File: src/rtl/wdcm_pkg.sv
package wdcm_pkg;
  // service register field layout
  localparam int          WIN_HI        = 7;
  localparam int          WIN_LO        = 6;
  localparam int          KEY_HI        = 5;
  localparam int          KEY_LO        = 1;
  localparam int          CMON_BIT      = 0;
  localparam logic [4:0]  KEY_PATTERN   = 5'h0c;
  localparam logic [1:0]  WIN_RESET     = 2'h3;
  localparam logic        CMON_RESET    = 1'b1;
  localparam logic [7:0]  SVC_ADDR      = 8'hc7;
  // window and hold limits in instruction cycles
  localparam int          LOWER_LIMIT   = 2048;
  localparam int          UPPER_8K      = 8192;
  localparam int          HOLD_MIN_TC   = 16;
  // instruction cycle = 10 clocks of 5 ns (50 ns)
  localparam int          TC_NS         = 50;
  localparam int          CLK_NS        = 5;
  localparam int          TC_CLKS       = TC_NS / CLK_NS;
  // clock monitor: reject if no oscillator edge for this long
  localparam int          CM_TIMEOUT_US = 100;
  localparam int          CM_CLKS       = CM_TIMEOUT_US * 1000 / CLK_NS;

  typedef enum logic [1:0] {
    WD_IDLE,
    WD_PULL,
    WD_HOLD,
    WD_WAITHI
  } wdcm_out_t;

  typedef struct packed {
    logic [1:0] win;
    logic       cmon;
    logic       loaded;
  } wdcm_cfg_t;
endpackage : wdcm_pkg

File: src/rtl/wdcm_core.sv
`timescale 1ns/100ps
module wdcm_core
  import wdcm_pkg::*;
#(
  parameter int CM_LIMIT = CM_CLKS
) (
  input  wire logic       ref_clk,
  input  wire logic       reset,
  input  wire logic [7:0] addr,
  input  wire logic [7:0] wdata,
  input  wire logic       wr_en,
  input  wire logic       rd_en,
  output logic      [7:0] rdata,
  input  wire logic       osc_in,
  input  wire logic       timeout_output_pin_in,
  output logic            timeout_output_pin_out,
  output logic            timeout_output_pin_oe
);

  localparam int PW = 17;
  localparam int CW = $clog2(CM_LIMIT + 1);

  wdcm_cfg_t       cfg, next_cfg;
  wdcm_out_t       ost, next_ost;
  logic [3:0]      pre, next_pre;
  logic [PW-1:0]   wcnt, next_wcnt;
  logic [5:0]      hcnt, next_hcnt;
  logic [CW-1:0]   ccnt, next_ccnt;
  logic            osc_q, next_osc_q;
  logic            tc_tick, svc_wr, key_ok, match_ok, early, expired, trig, cm_err;
  logic [PW-1:0]   upper;

  // instruction cycle enable divider
  assign tc_tick = (pre == 4'(TC_CLKS - 1));
  assign svc_wr  = wr_en && (addr == SVC_ADDR);
  assign key_ok  = (wdata[KEY_HI:KEY_LO] == KEY_PATTERN);
  assign match_ok = key_ok && (wdata[WIN_HI:WIN_LO] == cfg.win)
                 && (wdata[CMON_BIT] == cfg.cmon);
  assign early   = (wcnt < PW'(LOWER_LIMIT));
  assign upper   = PW'(UPPER_8K) << cfg.win;
  assign expired = (wcnt >= upper);
  assign cm_err  = cfg.cmon && (ccnt >= CW'(CM_LIMIT));

  // service decode and trigger
  always_comb begin
    next_cfg = cfg;
    trig     = 1'b0;
    if (ost == WD_IDLE && svc_wr) begin
      if (!cfg.loaded) begin
        if (key_ok) begin
          next_cfg.win    = wdata[WIN_HI:WIN_LO];
          next_cfg.cmon   = wdata[CMON_BIT];
          next_cfg.loaded = 1'b1;
        end else begin
          trig = 1'b1;
        end
      end else if (!match_ok || early) begin
        trig = 1'b1;
      end
    end
    if (ost == WD_IDLE && expired) begin
      trig = 1'b1;
    end
  end

  // window counter, output sequencer, clock monitor
  always_comb begin
    next_pre   = tc_tick ? 4'h0 : pre + 4'h1;
    next_wcnt  = wcnt;
    next_ost   = ost;
    next_hcnt  = hcnt;
    next_osc_q = osc_in;
    next_ccnt  = (osc_in != osc_q) ? '0 : ((ccnt >= CW'(CM_LIMIT)) ? ccnt : ccnt + CW'(1));
    if (ost == WD_IDLE && svc_wr && !trig) begin
      next_wcnt = '0;
    end else if (ost == WD_IDLE && tc_tick && !expired) begin
      next_wcnt = wcnt + PW'(1);
    end
    unique case (ost)
      WD_IDLE: begin
        if (trig || cm_err || !timeout_output_pin_in) begin
          next_ost = WD_PULL;
        end
      end
      WD_PULL: begin
        next_hcnt = '0;
        if (!timeout_output_pin_in) begin
          next_ost = WD_HOLD;
        end
      end
      WD_HOLD: begin
        if (cm_err) begin
          next_hcnt = '0;
        end else if (tc_tick) begin
          next_hcnt = hcnt + 6'h1;
        end
        if (!cm_err && hcnt == 6'(HOLD_MIN_TC + 1)) begin
          next_ost = WD_WAITHI;
        end
      end
      WD_WAITHI: begin
        if (timeout_output_pin_in) begin
          next_ost  = WD_IDLE;
          next_wcnt = '0;
        end
      end
    endcase
  end

  // state registers
  always_ff @(posedge ref_clk) begin
    if (reset) begin
      cfg   <= '{win: WIN_RESET, cmon: CMON_RESET, loaded: 1'b0};
      ost   <= WD_IDLE;
      pre   <= '0;
      wcnt  <= '0;
      hcnt  <= '0;
      ccnt  <= '0;
      osc_q <= 1'b0;
    end else begin
      cfg   <= next_cfg;
      ost   <= next_ost;
      pre   <= next_pre;
      wcnt  <= next_wcnt;
      hcnt  <= next_hcnt;
      ccnt  <= next_ccnt;
      osc_q <= next_osc_q;
    end
  end

  // write-only register reads as zero
  always_ff @(posedge ref_clk) begin
    if (reset) begin
      rdata <= 8'h00;
    end else begin
      rdata <= 8'h00;
    end
  end

  // open-drain drive, low only while pulling or holding
  assign timeout_output_pin_out = 1'b0;
  assign timeout_output_pin_oe  = !reset && (ost == WD_PULL || ost == WD_HOLD);

  // clocks spent holding the pin low with the clock healthy
  logic [15:0]     hold_clks, next_hold_clks;
  logic            rd_hit;

  // read strobe aimed at the service register
  assign rd_hit = rd_en && (addr == SVC_ADDR);

  // next value of the hold length counter
  always_comb begin
    next_hold_clks = hold_clks;
    if (ost != WD_HOLD || cm_err) begin
      next_hold_clks = '0;
    end else begin
      next_hold_clks = hold_clks + 16'h1;
    end
  end

  // hold length counter register
  always_ff @(posedge ref_clk) begin
    if (reset) begin
      hold_clks <= '0;
    end else begin
      hold_clks <= next_hold_clks;
    end
  end
endmodule : wdcm_core

File: config.mk
export PLATFORM = sky130hd
export DESIGN_NAME = wdcm_core
export DESIGN_NICKNAME = d
export VERILOG_FILES = /design/src/rtl/wdcm_pkg.sv /design/src/rtl/wdcm_core.sv
export SDC_FILE = /design/constraint.sdc
export NUM_CORES = 1
export LEC_CHECK = 0
export ABC_AREA = 1
export BUFFER_PORTS_ARGS = -buffer_cell sky130_fd_sc_hd__buf_2
export CORE_UTILIZATION = 55
export DETAILED_ROUTE_END_ITERATION = 10
export PLACE_DENSITY = 0.75
export SYNTH_ARGS = -nofsm -noshare
export SYNTH_HDL_FRONTEND = slang
export SYNTH_SLANG_ARGS = --single-unit
File: constraint.sdc
create_clock -name ref_clk -period 2.59 [get_ports ref_clk]
set_clock_uncertainty 0.2 [all_clocks]
set_input_delay 0.259 -clock ref_clk [delete_from_list [all_inputs] [get_ports ref_clk]]
set_output_delay 0.259 -clock ref_clk [all_outputs]
set_load 0.005 [all_outputs]
* After elaboration in Yosys (flattened, before gate mapping)
Cells that the tools add are included.
Word-level totals: register bits 49, output and inout port bits 10, logic and storage cells 80, input bits 22
Cells by class: muxes and demuxes 19, equality and inequality tests 15, bitwise operators 1, shift-type cells 1, add/subtract/negate cells 4, reductions and logical operators 28, $lt $le $gt $ge 3
Operators by type and width (number):
- $mux 17 | 4
- $add 17x1->17 const B | 1
- $ge 17x17->1 | 1
- $lt 17x12->1 const B | 1
- $shl 14x2->17 const A | 1
- $add 15x1->15 const B | 1
- $ge 15x15->1 const B | 1
- $mux 6 | 2
- $pmux 6 s2 | 1
- $logic_and 1x1->1 | 11
- $eq 8x8->1 const B | 1
- $mux 2 | 4
- $pmux 2 s4 | 1
- $mux 1 | 7
- $add 6x1->6 const B | 1
- $eq 6x5->1 const B | 1
- $logic_not 1->1 | 6
- $ne 2x2->1 const B | 3
- $eq 5x4->1 const B | 1
- $add 4x1->4 const B | 1
- $eq 2x2->1 const B | 2
- $eq 4x4->1 const B | 1
- $logic_or 1x1->1 | 4
- $reduce_and 4->1 | 1
- other kinds (12) | 13

* Logic depth before layout (Yosys ltp)
Gate-level depths: netlist (run 1).
depth in word-level cells 14, mapped depth 15, gate-level depth less buffers 15

* Least setup slack after synthesis (run 1)
OpenSTA, ideal clock, no wires.
kind register to register, start point register cfg[2] (netlist name), end point register wcnt[10], stages on the path, launching flop included 14, data required time 2.273 ns, slack 0.614 ns, arrival time 1.660 ns, setup time 0.117 ns, period minus slack after synthesis 1.976 ns, cells stage by stage dfxtp_1 > nand2_1 > ha_1 > nand2_1 > inv_1 > nand2_1 > nand2_1 > nor2_2 > nand3_2 > nor2_8 > buf_6 > nand3_1 > nand2_1 > nor2_1
On the way: longest elaborated chain between the ends 14
Ends and longest elaborated chain:
- start, declared | RTL line wdcm_core.sv:23 | wdcm_cfg_t cfg, next_cfg;
- start signal, assigned | RTL line wdcm_core.sv:113 | cfg <= '{win: WIN_RESET, cmon: CMON_RESET, loaded: 1'b0};
- start signal, assigned | RTL line wdcm_core.sv:121 | cfg <= next_cfg;
- branches (longest 11 deep; another with $ge 17x17->1)
- $mux 17 * | RTL line wdcm_core.sv:74 | if (ost == WD_IDLE && svc_wr && !trig) begin
- $mux 17 | RTL line wdcm_core.sv:102 | if (timeout_output_pin_in) begin
- $mux 17 * | RTL line wdcm_core.sv:79 | unique case (ost)
- end signal, assigned | RTL line wdcm_core.sv:124 | wcnt <= next_wcnt;
- end, declared | RTL line wdcm_core.sv:26 | logic [PW-1:0] wcnt, next_wcnt;
Mark *: on every way between the ends. A chain may end at the register's enable or synchronous reset.

* Worst setup path in the final report (run 1)
start point register cfg[2] (netlist name), end point register wcnt[14]
Same word-level chain as after synthesis.

==> impl_metrics.csv, run 1 <==
group,metric,value,unit
finish,drive_gt1_frac,0.137,
sta,setup_tns,0,ns
logic_synthesis,synthCells,445,
global_route,grt_use_met3,0.0407,
drt,routed_wl,5.64,mm
clocking,ctsHtreeMaxLevel,2,
drt,drt_iter0_drc,79,
clocking,hold_buffers,1,
die,coreArea,5200,um2
clocking,cts_resized,0,
die,die_y,76.2,um
finish,syn2layout_area_growth,7.77,%
drt,ant_nets,0,
job,drv_cap,0,
clocking,cts_num_sinks,49,
setup_path,critPathCaptureType,"register",
setup_path,endpoint,"wcnt[14]",
setup_path,critPathBufInv,1,
setup_path,reg2reg_slack,0.33,ns
clocking,cts_setup_buffers,0,
die,start_util,0.582,
setup_path,r2r_start,"cfg[2]",
sta,hold_viol_final,0,
sta,report.final.slew_viol_count,0,
die,io_pins,32,
worst_hold_path,min_path_cells,2,
finish,finish.utilization,0.627,
setup_path,path_class,"reg -> reg",
placed_design,place_congestion,0.781,
global_route,antenna_found_initial,0,
logic_synthesis,synth-seq-cells,49,
clocking,cts_buffers,5,
drt,wl_per_cell,10.4,um
setup_path,cp-startpoint,"cfg[2]",
sta,period_needed,2.26,ns
placed_design,port_buffers,21,
global_route,grt_pass1_wl,10.0,mm
finish,n_antenna_cell,0,
setup_path,critPathTopFamily,"simple AND/OR/NAND/NOR gates",
setup_path,critical_path_depth,12,
global_route,use_met1,0.251,
sta,period_share,0.874,
global_route,track_usage,0.208,
logic_synthesis,yosys.cell_types.count,38,
setup_path,r2r_cells,12,
drt,vias,2674,
setup_path,critPathMostFrequentCell,"nand2_1",
finish,final_nets,510,
power_and_ir_drop,p_per_area,516,nW/um2
clocking,cts-root-buf,"clkbuf_8",
logic_synthesis,seq_area_frac_synth,0.324,
die,dieWidth,76.2,um
logic_synthesis,yosysTopAreaCell,"dfxtp_1",
setup_path,max_stage_delay,0.42,ns
placed_design,dp_hpwl,4.32,mm
clocking,clk_latency,0.30,ns
drt,drc,0,
setup_path,regToRegEndpoint,"wcnt[14]",
clocking,path_clk_slew,0.08,ns
logic_synthesis,synth_area,3030,um2
logic_synthesis,synthTopCellsByArea,"dfxtp_1, nand2_1, nor2_1",
drt,via_per_inst,4.92,
clocking,cts_tree,"built",
logic_synthesis,yosysTopAreaCellShare,0.324,
sta,fmax,0.442,GHz
run_status,outcome,"finished clean",
global_route,grt_max_degree,20,
drt,first_pass_iters,4,
sta,grt_setup_unrepaired,"false",
logic_synthesis,syn_area_per_cell,6.80,um2
setup_path,crit_chain,"nand2_1 > ha_1 > nand2_1 > inv_1 > nand2_1 > nand2_1 > nor2_2 > nand3_2 > nor2_8 > nand4_1 > nor2_1 > nor2_1",
setup_path,cp.arrival,2.26,ns
setup_path,worstPathRequired,2.59,ns
setup_path,cp_slowest_cell,"dfxtp_1",
setup_path,path_max_fanout,19,
global_route,grt_pass1_vias,2438,
die,die_area,5810,um2
power_and_ir_drop,leakage,0.00146,uW
die,rows,26,
setup_path,start_kind,"register",
logic_synthesis,yosys_warnings,0,
power_and_ir_drop,ir_worst_vdd,0.442,mV
global_route,grt.met2_usage,0.372,
worst_hold_path,hold_class,"in -> reg",
clocking,cts_buffer_depth,2,
global_route,busiest_layer,"met2",
sta,setup_viol,0,
global_route,grt_overflow,0,
==> layer usage <==
metal / wire, um / up-vias / share of wire
li1: - / 1446 / -
met1: 2770 / 1193 / 0.49
met2: 2680 / 29 / 0.48
met3: 121 / 6 / 0.021
met4: 63 / 0 / 0.011
met5: 0 / - / 0
==> report_power, final <==
part           switching [uW]  internal, uW
clock network             247           188
registers                46.7           796
logic                     254           154
total                     547          1140
==> stage by stage <==
| step | power [uW] | cell area [um2] | hold slack [ns] | worst slack [ns] | std cells |
|---|---|---|---|---|---|
| 2_1_floorplan | 1170 | 3060 | 0.184 | 0.614 | 453 |
| 3_3_place_gp | 1250 | 3170 | 0.234 | 0.357 | 534 |
| 3_5_place_dp | 1270 | 3170 | 0.242 | 0.321 | 534 |
| 4_1_cts | 1710 | 3260 | 0.0508 | 0.304 | 543 |
| 5_1_grt | 1800 | 3260 | 0.0572 | 0.0398 | 543 |
| 6_report | 1690 | 3260 | 0.0576 | 0.327 | 543 |
==> synth_stat cells, drive strengths merged <==
| library cell | n |
|---|---|
| a211oi | 1 |
| a21oi | 29 |
| a31oi | 2 |
| and3b | 1 |
| buf | 12 |
| conb | 1 |
| dfxtp | 49 |
| ha | 16 |
| inv | 67 |
| mux2 | 1 |
| nand2 | 108 |
| nand3 | 23 |
| nand3b | 1 |
| nand4 | 6 |
| nor2 | 74 |
| nor3 | 18 |
| nor3b | 5 |
| nor4 | 2 |
| o211ai | 4 |
| o21a | 1 |
| o21ai | 12 |
| o22ai | 1 |
| or2 | 1 |
| xnor2 | 2 |
| xor2 | 8 |
==> cell usage in the layout, fill, tap and decap left out, types with 3 or more instances in the layout <==
master / count
a21oi_1: 23
o211ai_1: 4
nand3_1: 18
nor3b_1: 3
inv_1: 62
o21ai_0: 9
nor3_1: 14
inv_2: 5
buf_2: 21
nand2_2: 4
nand2_1: 103
dfxtp_1: 49
nand4_1: 6
clkbuf_8: 5
nand3_2: 5
o21ai_1: 3
conb_1: 9
xor2_1: 8
nor3_2: 3
ha_1: 16
nor2_2: 5
a21oi_2: 6
nor2_1: 68
==> cell families (layout without fill, tap and decap cells) <==
family / after synthesis / count (layout) / share of synthesized area
other: 1 / 9 / 0.00124
muxes: 1 / 1 / 0.00372
AOI/OAI and AO/OA: 50 / 50 / 0.0963
xor gates and xnor gates: 10 / 10 / 0.0289
buffers and inverters: 79 / 99 / 0.114
adders and majority gates: 16 / 16 / 0.0661
DFF: 49 / 49 / 0.324
and+or+nand+nor: 239 / 239 / 0.365
==> worst min-delay path by stage <==
stage	start	end	slack (ns)
after CTS	reset	osc_q	0.05
after floorplan	osc_in	osc_q	0.18
final	reset	osc_q	0.06
after global routing	reset	hcnt[3]	0.06
after detailed placement	ccnt[3]	ccnt[3]	0.24
after global placement	ccnt[3]	ccnt[3]	0.23
==> state kept, by name, summed over array words and instances, names as in the netlist <==
signal,flops
ccnt,15
pre,4
ost,2
cfg,4
wcnt,17
hcnt,6
osc_q,1
==> cell type report <==
class,instances,area (um2)
multi-input cells,325,1730
clock inverters,2,10.0
inverters,67,251
flip-flops and latches,49,981
clock buffers,6,72.6
fillers,470,1940
well taps,70,87.6
repair buffers,24,130
No activity file was read; power rests on OpenSTA's default activity.
==> inputs of run 2 (changes only) <==
Settings changed: CORE_UTILIZATION 55 to 45, HOLD_SLACK_MARGIN from default to 0.06, PLACE_DENSITY 0.75 to default, REMOVE_ABC_BUFFERS from default to 1.
==> impl_metrics.csv, run 2 (same netlist as run 1, synthesis figures left out) <==
group,metric,value,unit
global_route,grt_pass1_wl,10.3,mm
sta,report.final.slew_viol_count,0,
drt,drt_iter0_drc,77,
power_and_ir_drop,ir_worst_vdd,0.314,mV
sta,setup_tns,0,ns
worst_hold_path,worstHoldStart,"wdata[6]",
die,rows,29,
setup_path,critPathCaptureType,"register",
power_and_ir_drop,leakage,0.00148,uW
finish,final_nets,512,
clocking,cts_buffers,5,
clocking,cts_tree,"built",
sta,setup_viol,0,
die,die_area,7060,um2
die,start_util,0.471,
sta,period_share,0.873,
sta,grt_setup_unrepaired,"false",
finish,n_antenna_cell,0,
setup_path,cp.arrival,2.26,ns
setup_path,start_kind,"register",
placed_design,place_congestion,0.763,
global_route,track_usage,0.176,
setup_path,path_class,"reg -> reg",
sta,worstMarginPinSlew,0.526,ns
clocking,cts_buffer_depth,2,
global_route,grt_max_degree,20,
clocking,cts_num_sinks,49,
sta,hold_viol_final,0,
finish,fill_cells,645,
finish,layout_commonest_cell,"nand2_1",
placed_design,dp_hpwl,4.35,mm
finish,largest_reg_flops,17,
drt,wl_per_cell,10.3,um
global_route,grt_pass1_vias,2472,
finish,drive_gt1_frac,0.139,
clocking,cts_resized,0,
finish,finish.utilization,0.515,
setup_path,cp-startpoint,"cfg[2]",
drt,vias,2640,
die,die_y,84.0,um
setup_path,path_max_fanout,19,
die,io_pins,32,
clocking,cts-root-buf,"clkbuf_8",
clocking,path_clk_slew,0.09,ns
finish,final_cell_mix,"nand2_1, nor2_1, inv_1",
setup_path,worstPathRequired,2.59,ns
sta,period_needed,2.26,ns
clocking,ctsHtreeMaxLevel,2,
clocking,cts_setup_buffers,0,
run_status,outcome,"finished with violations",
finish,largestRegisters,"wcnt (17), ccnt (15), hcnt (6)",
drt,via_per_inst,4.78,
drt,routed_wl,5.68,mm
sta,fmax,0.442,GHz
setup_path,reg2reg_slack,0.33,ns
placed_design,port_buffers,21,
drt,ant_nets,0,
drt,first_pass_iters,7,
drt,drc,4,
finish,syn2layout_area_growth,9.30,%
global_route,grt_overflow,0,
clocking,clk_latency,0.30,ns
die,dieWidth,84.0,um
run_status,violations,"design-rule violations",
job,drv_cap,0,
power_and_ir_drop,p_per_area,528,nW/um2
sta,slew_headroom,0.649,
setup_path,r2r_start,"cfg[2]",
finish,regMostFlops,"wcnt",
die,coreArea,6420,um2
worst_hold_path,hold_class,"in -> reg",
global_route,antenna_found_initial,0,
-- run 2: cell types whose count changed in the layout (fill, tap and decap cells not counted) --
cell	before	now
clkinv_4	0	1
dlygate4sd3_1	1	3
clkbuf_1	1	0
inv_6	0	1
clkbuf_8	5	6
clkinv_2	2	0
-- run 2: critical path: stages, from the launching register on --
cell and delay [ns]:
dfxtp_1 0.43, nand2_1 0.08, ha_1 0.29, nand2_1 0.08, inv_1 0.05, nand2_1 0.05, nand2_1 0.06, nor2_2 0.11
nand3_2 0.14, nor2_8 0.28, nand2_4 0.10, nor2_2 0.13, nand2_1 0.06, nand2_1 0.05, nor2_1 0.03
-- run 2: area by class of cell --
class	count	area, um2	area share
clock buffer	6	82.6	0.0250
clock inverter	2	17.5	0.00529
inverter	67	251	0.0760
multi-input combinational	325	1730	0.523
sequential	49	981	0.296
tap	77	96.3	0.0291
timing repair buffer	26	150	0.0454
-- run 2: metrics by stage --
stage	instances	setup slack, ns	hold slack, ns	total power (uW)	cell area [um2]
after floorplan	441	0.540	0.128	1160	2960
after global placement	541	0.349	0.236	1260	3180
after detailed placement	541	0.330	0.243	1270	3180
after CTS	552	0.307	0.0607	1770	3310
after global routing	552	0.106	0.0783	1880	3310
final	552	0.328	0.0622	1750	3310
-- run 2: power by group --
part | switching, uW | internal, uW
sequential | 44.6 | 796
combinational | 255 | 155
clock | 272 | 222
-- run 2: repair_timing --
action | CTS | global route
endpoints found under the setup margin | 0 | 0
endpoints found under the hold margin | 5 | 0
hold buffers | 3 | 0
-- run 2: per-layer routing --
layer / global-route usage / routed length [um] / share of wire
met1: 0.221 / 2820 / 0.50
met2: 0.305 / 2670 / 0.47
met3: 0.0307 / 140 / 0.025
met4: 0.0564 / 36 / 0.0063
met5: 0 / 0 / 0
-- run 2: path summary, 6_finish.rpt --
kind                   to  depth (start not counted)
setup / recovery  wcnt[8]                         14
hold / removal     cfg[2]                          3
setup reg to reg  wcnt[8]                         14
hold reg to reg   ccnt[3]                          1
==> inputs of run 3 (changes only) <==
Settings changed: ABC_AREA 1 to default.
==> impl_metrics.csv, run 3 <==
group,metric,value,unit
logic_synthesis,yosysTopAreaCell,"dfxtp_1",
setup_path,max_stage_delay,0.36,ns
run_status,outcome,"finished clean",
logic_synthesis,synthTopCellsByArea,"dfxtp_1, ha_1, xor2_1",
logic_synthesis,synthArstFlopShare,0,
drt,drc,0,
finish,syn2layout_area_growth,11.1,%
die,die_y,78.9,um
die,die_area,6220,um2
power_and_ir_drop,total_power,1650,uW
die,coreArea,5610,um2
clocking,cts_buffers,5,
sta,setup_tns,0,ns
sta,slew_headroom,0.613,
setup_path,cp-startpoint,"cfg[2]",
die,io_pins,32,
finish,multi_input_area,1550,um2
setup_path,r2r_start,"cfg[2]",
die,dieWidth,78.9,um
logic_synthesis,synth_area,2660,um2
sta,fin_ws,0.188,ns
global_route,grt_max_degree,19,
setup_path,path_class,"reg -> reg",
placed_design,dp.cells,384,
worst_hold_path,hold_class,"in -> reg",
setup_path,path_max_fanout,7,
finish,n_antenna_cell,0,
logic_synthesis,yosys_warnings,0,
clocking,ctsHtreeMaxLevel,2,
setup_path,cp_slowest_cell,"dfxtp_1",
global_route,grt_pass1_wl,8.07,mm
sta,hold_viol_final,0,
clocking,clk_latency,0.30,ns
drt,drt_iter0_drc,79,
logic_synthesis,ys.flop_type,"dfxtp_1",
setup_path,critPathCaptureType,"register",
finish,regMostFlops,"wcnt",
logic_synthesis,synth-seq-cells,49,
setup_path,worstPathRequired,2.58,ns
logic_synthesis,yosys.cell_types.count,54,
clocking,path_clk_slew,0.09,ns
sta,worstMarginPinSlew,0.581,ns
sta,period_share,0.927,
sta,hold_slack,0.136,ns
global_route,grt_overflow,0,
drt,first_pass_iters,4,
clocking,cts_tree,"built",
power_and_ir_drop,p_per_area,560,nW/um2
sta,period_needed,2.40,ns
drt,ant_nets,0,
logic_synthesis,seq_area_frac_synth,0.369,
clocking,cts_buffer_depth,2,
drt,via_per_inst,4.93,
finish,fill_cells,546,
finish,seqCellArea,981,um2
worst_hold_path,worstHoldStart,"reset",
finish,final_cell_mix,"dfxtp_1, nor2_1, nand2_1",
worst_hold_path,whs_endpoint,"cfg[0]",
logic_synthesis,synth_common_cells,"dfxtp_1, nor2_1, nand2_1",
setup_path,cp.arrival,2.39,ns
sta,fmax,0.416,GHz
setup_path,r2r_cells,8,
setup_path,regToRegEndpoint,"wcnt[6]",
clocking,cts_num_sinks,49,
power_and_ir_drop,ir_worst_vdd,0.301,mV
drt,routed_wl,4.55,mm
drt,vias,1954,
global_route,antenna_found_initial,0,
global_route,grt_pass1_vias,1848,
finish,final_cell_count_no_fill,396,
logic_synthesis,synthCells,296,
global_route,track_usage,0.164,
die,start_util,0.474,
placed_design,dp_slack,0.184,ns
logic_synthesis,syn_area_per_cell,8.99,um2
logic_synthesis,yosysMostFrequentCell,"dfxtp_1",
logic_synthesis,yosysTopAreaCellShare,0.369,
sta,grt_setup_unrepaired,"false",
sta,setup_viol,0,
finish,largestRegisters,"wcnt (17), ccnt (15), hcnt (6)",
finish,layout_commonest_cell,"dfxtp_1",
clocking,cts-root-buf,"clkbuf_8",
power_and_ir_drop,leakage,0.00114,uW
finish,final_nets,361,
finish,drive_gt1_frac,0.151,
placed_design,dp_hpwl,3.30,mm
setup_path,start_kind,"register",
placed_design,port_buffers,21,
worst_hold_path,min_path_cells,2,
die,rows,27,
setup_path,reg2reg_slack,0.19,ns
job,drv_cap,0,
setup_path,crit_chain,"or2_2 > ha_1 > o21ai_0 > a32o_2 > and4_2 > nand4_1 > xor2_1 > nor2_1",
placed_design,place_congestion,0.770,
finish,largest_reg_flops,17,
drt,wl_per_cell,11.5,um
sta,report.final.slew_viol_count,0,
logic_synthesis,synth_edf_count,0,
-- run 3: cell count changes in the layout (fill, tap and decap cells not counted), sizes merged, moves of 10 or more --
cell,before,now
nor3,18,8
nand3,23,10
nand2,108,25
xnor2,2,15
inv,68,12
nor2,74,44
a21oi,29,7
xor2,8,22
-- run 3: logic make-up (layout without fill, tap and decap cells) --
group,after synthesis,in the layout,synth area share
simple gates,130,130,0.269
xor+xnor,37,37,0.122
other cells,1,9,0.00141
buf+inv,28,48,0.0588
flops,49,49,0.369
fa+ha+maj,16,16,0.0753
compound gates,32,32,0.0931
mux,3,3,0.0118
-- run 3: worst max path at each step --
stage	endpoint	slack, ns	cells after the start
floorplan	ost[1]	0.37	6
global placement	wcnt[16]	0.21	8
detailed placement	wcnt[6]	0.18	8
CTS	wcnt[6]	0.12	8
global route	wcnt[6]	0.04	8
finish	wcnt[6]	0.19	8
-- run 3: metal layers --
layer  part of all wire  routed length [um]  track usage
met3              0.022                 102       0.0379
met4              0.011                  51       0.0491
met2               0.46                2090        0.276
met5                  0                   0            0
met1               0.51                2310        0.208
-- run 3: final cells by class --
class	instances	area share
sequential	49	0.332
clock buffer	7	0.0292
timing repair buffer	28	0.0568
tap	72	0.0305
multi-input combinational	227	0.526
clock inverter	1	0.0102
inverter	12	0.0152
-- run 3: what timing repair did --
action                                  in CTS  in global routing
hold endpoints to repair                     4                  0
endpoints found under the setup margin       0                  1
resized for setup                            0                  1
hold buffers                                 4                  0
buffers inserted                             0                  0
-- run 3: worst max-delay path, delay by kind of cell, from the launching register on --
kind	cells	cell delay, ns
compound gates	2	0.44
simple gates	4	0.85
fa+ha+maj	1	0.26
flops	1	0.36
xor+xnor	1	0.18
-- run 3: metrics by stage --
step,area (um2),utilization
floorplan,2580,-
global placement,2800,0.499
detailed placement,2800,0.499
CTS,2950,0.527
global route,2950,0.527
finish,2950,0.527
-- run 3: where the power goes --
group	leakage [uW]	internal [uW]	switching (uW)	total [uW]
Combinational	0.000681	132	170	303
Clock	0.0000585	315	243	557
Sequential	0.000396	775	19.0	794
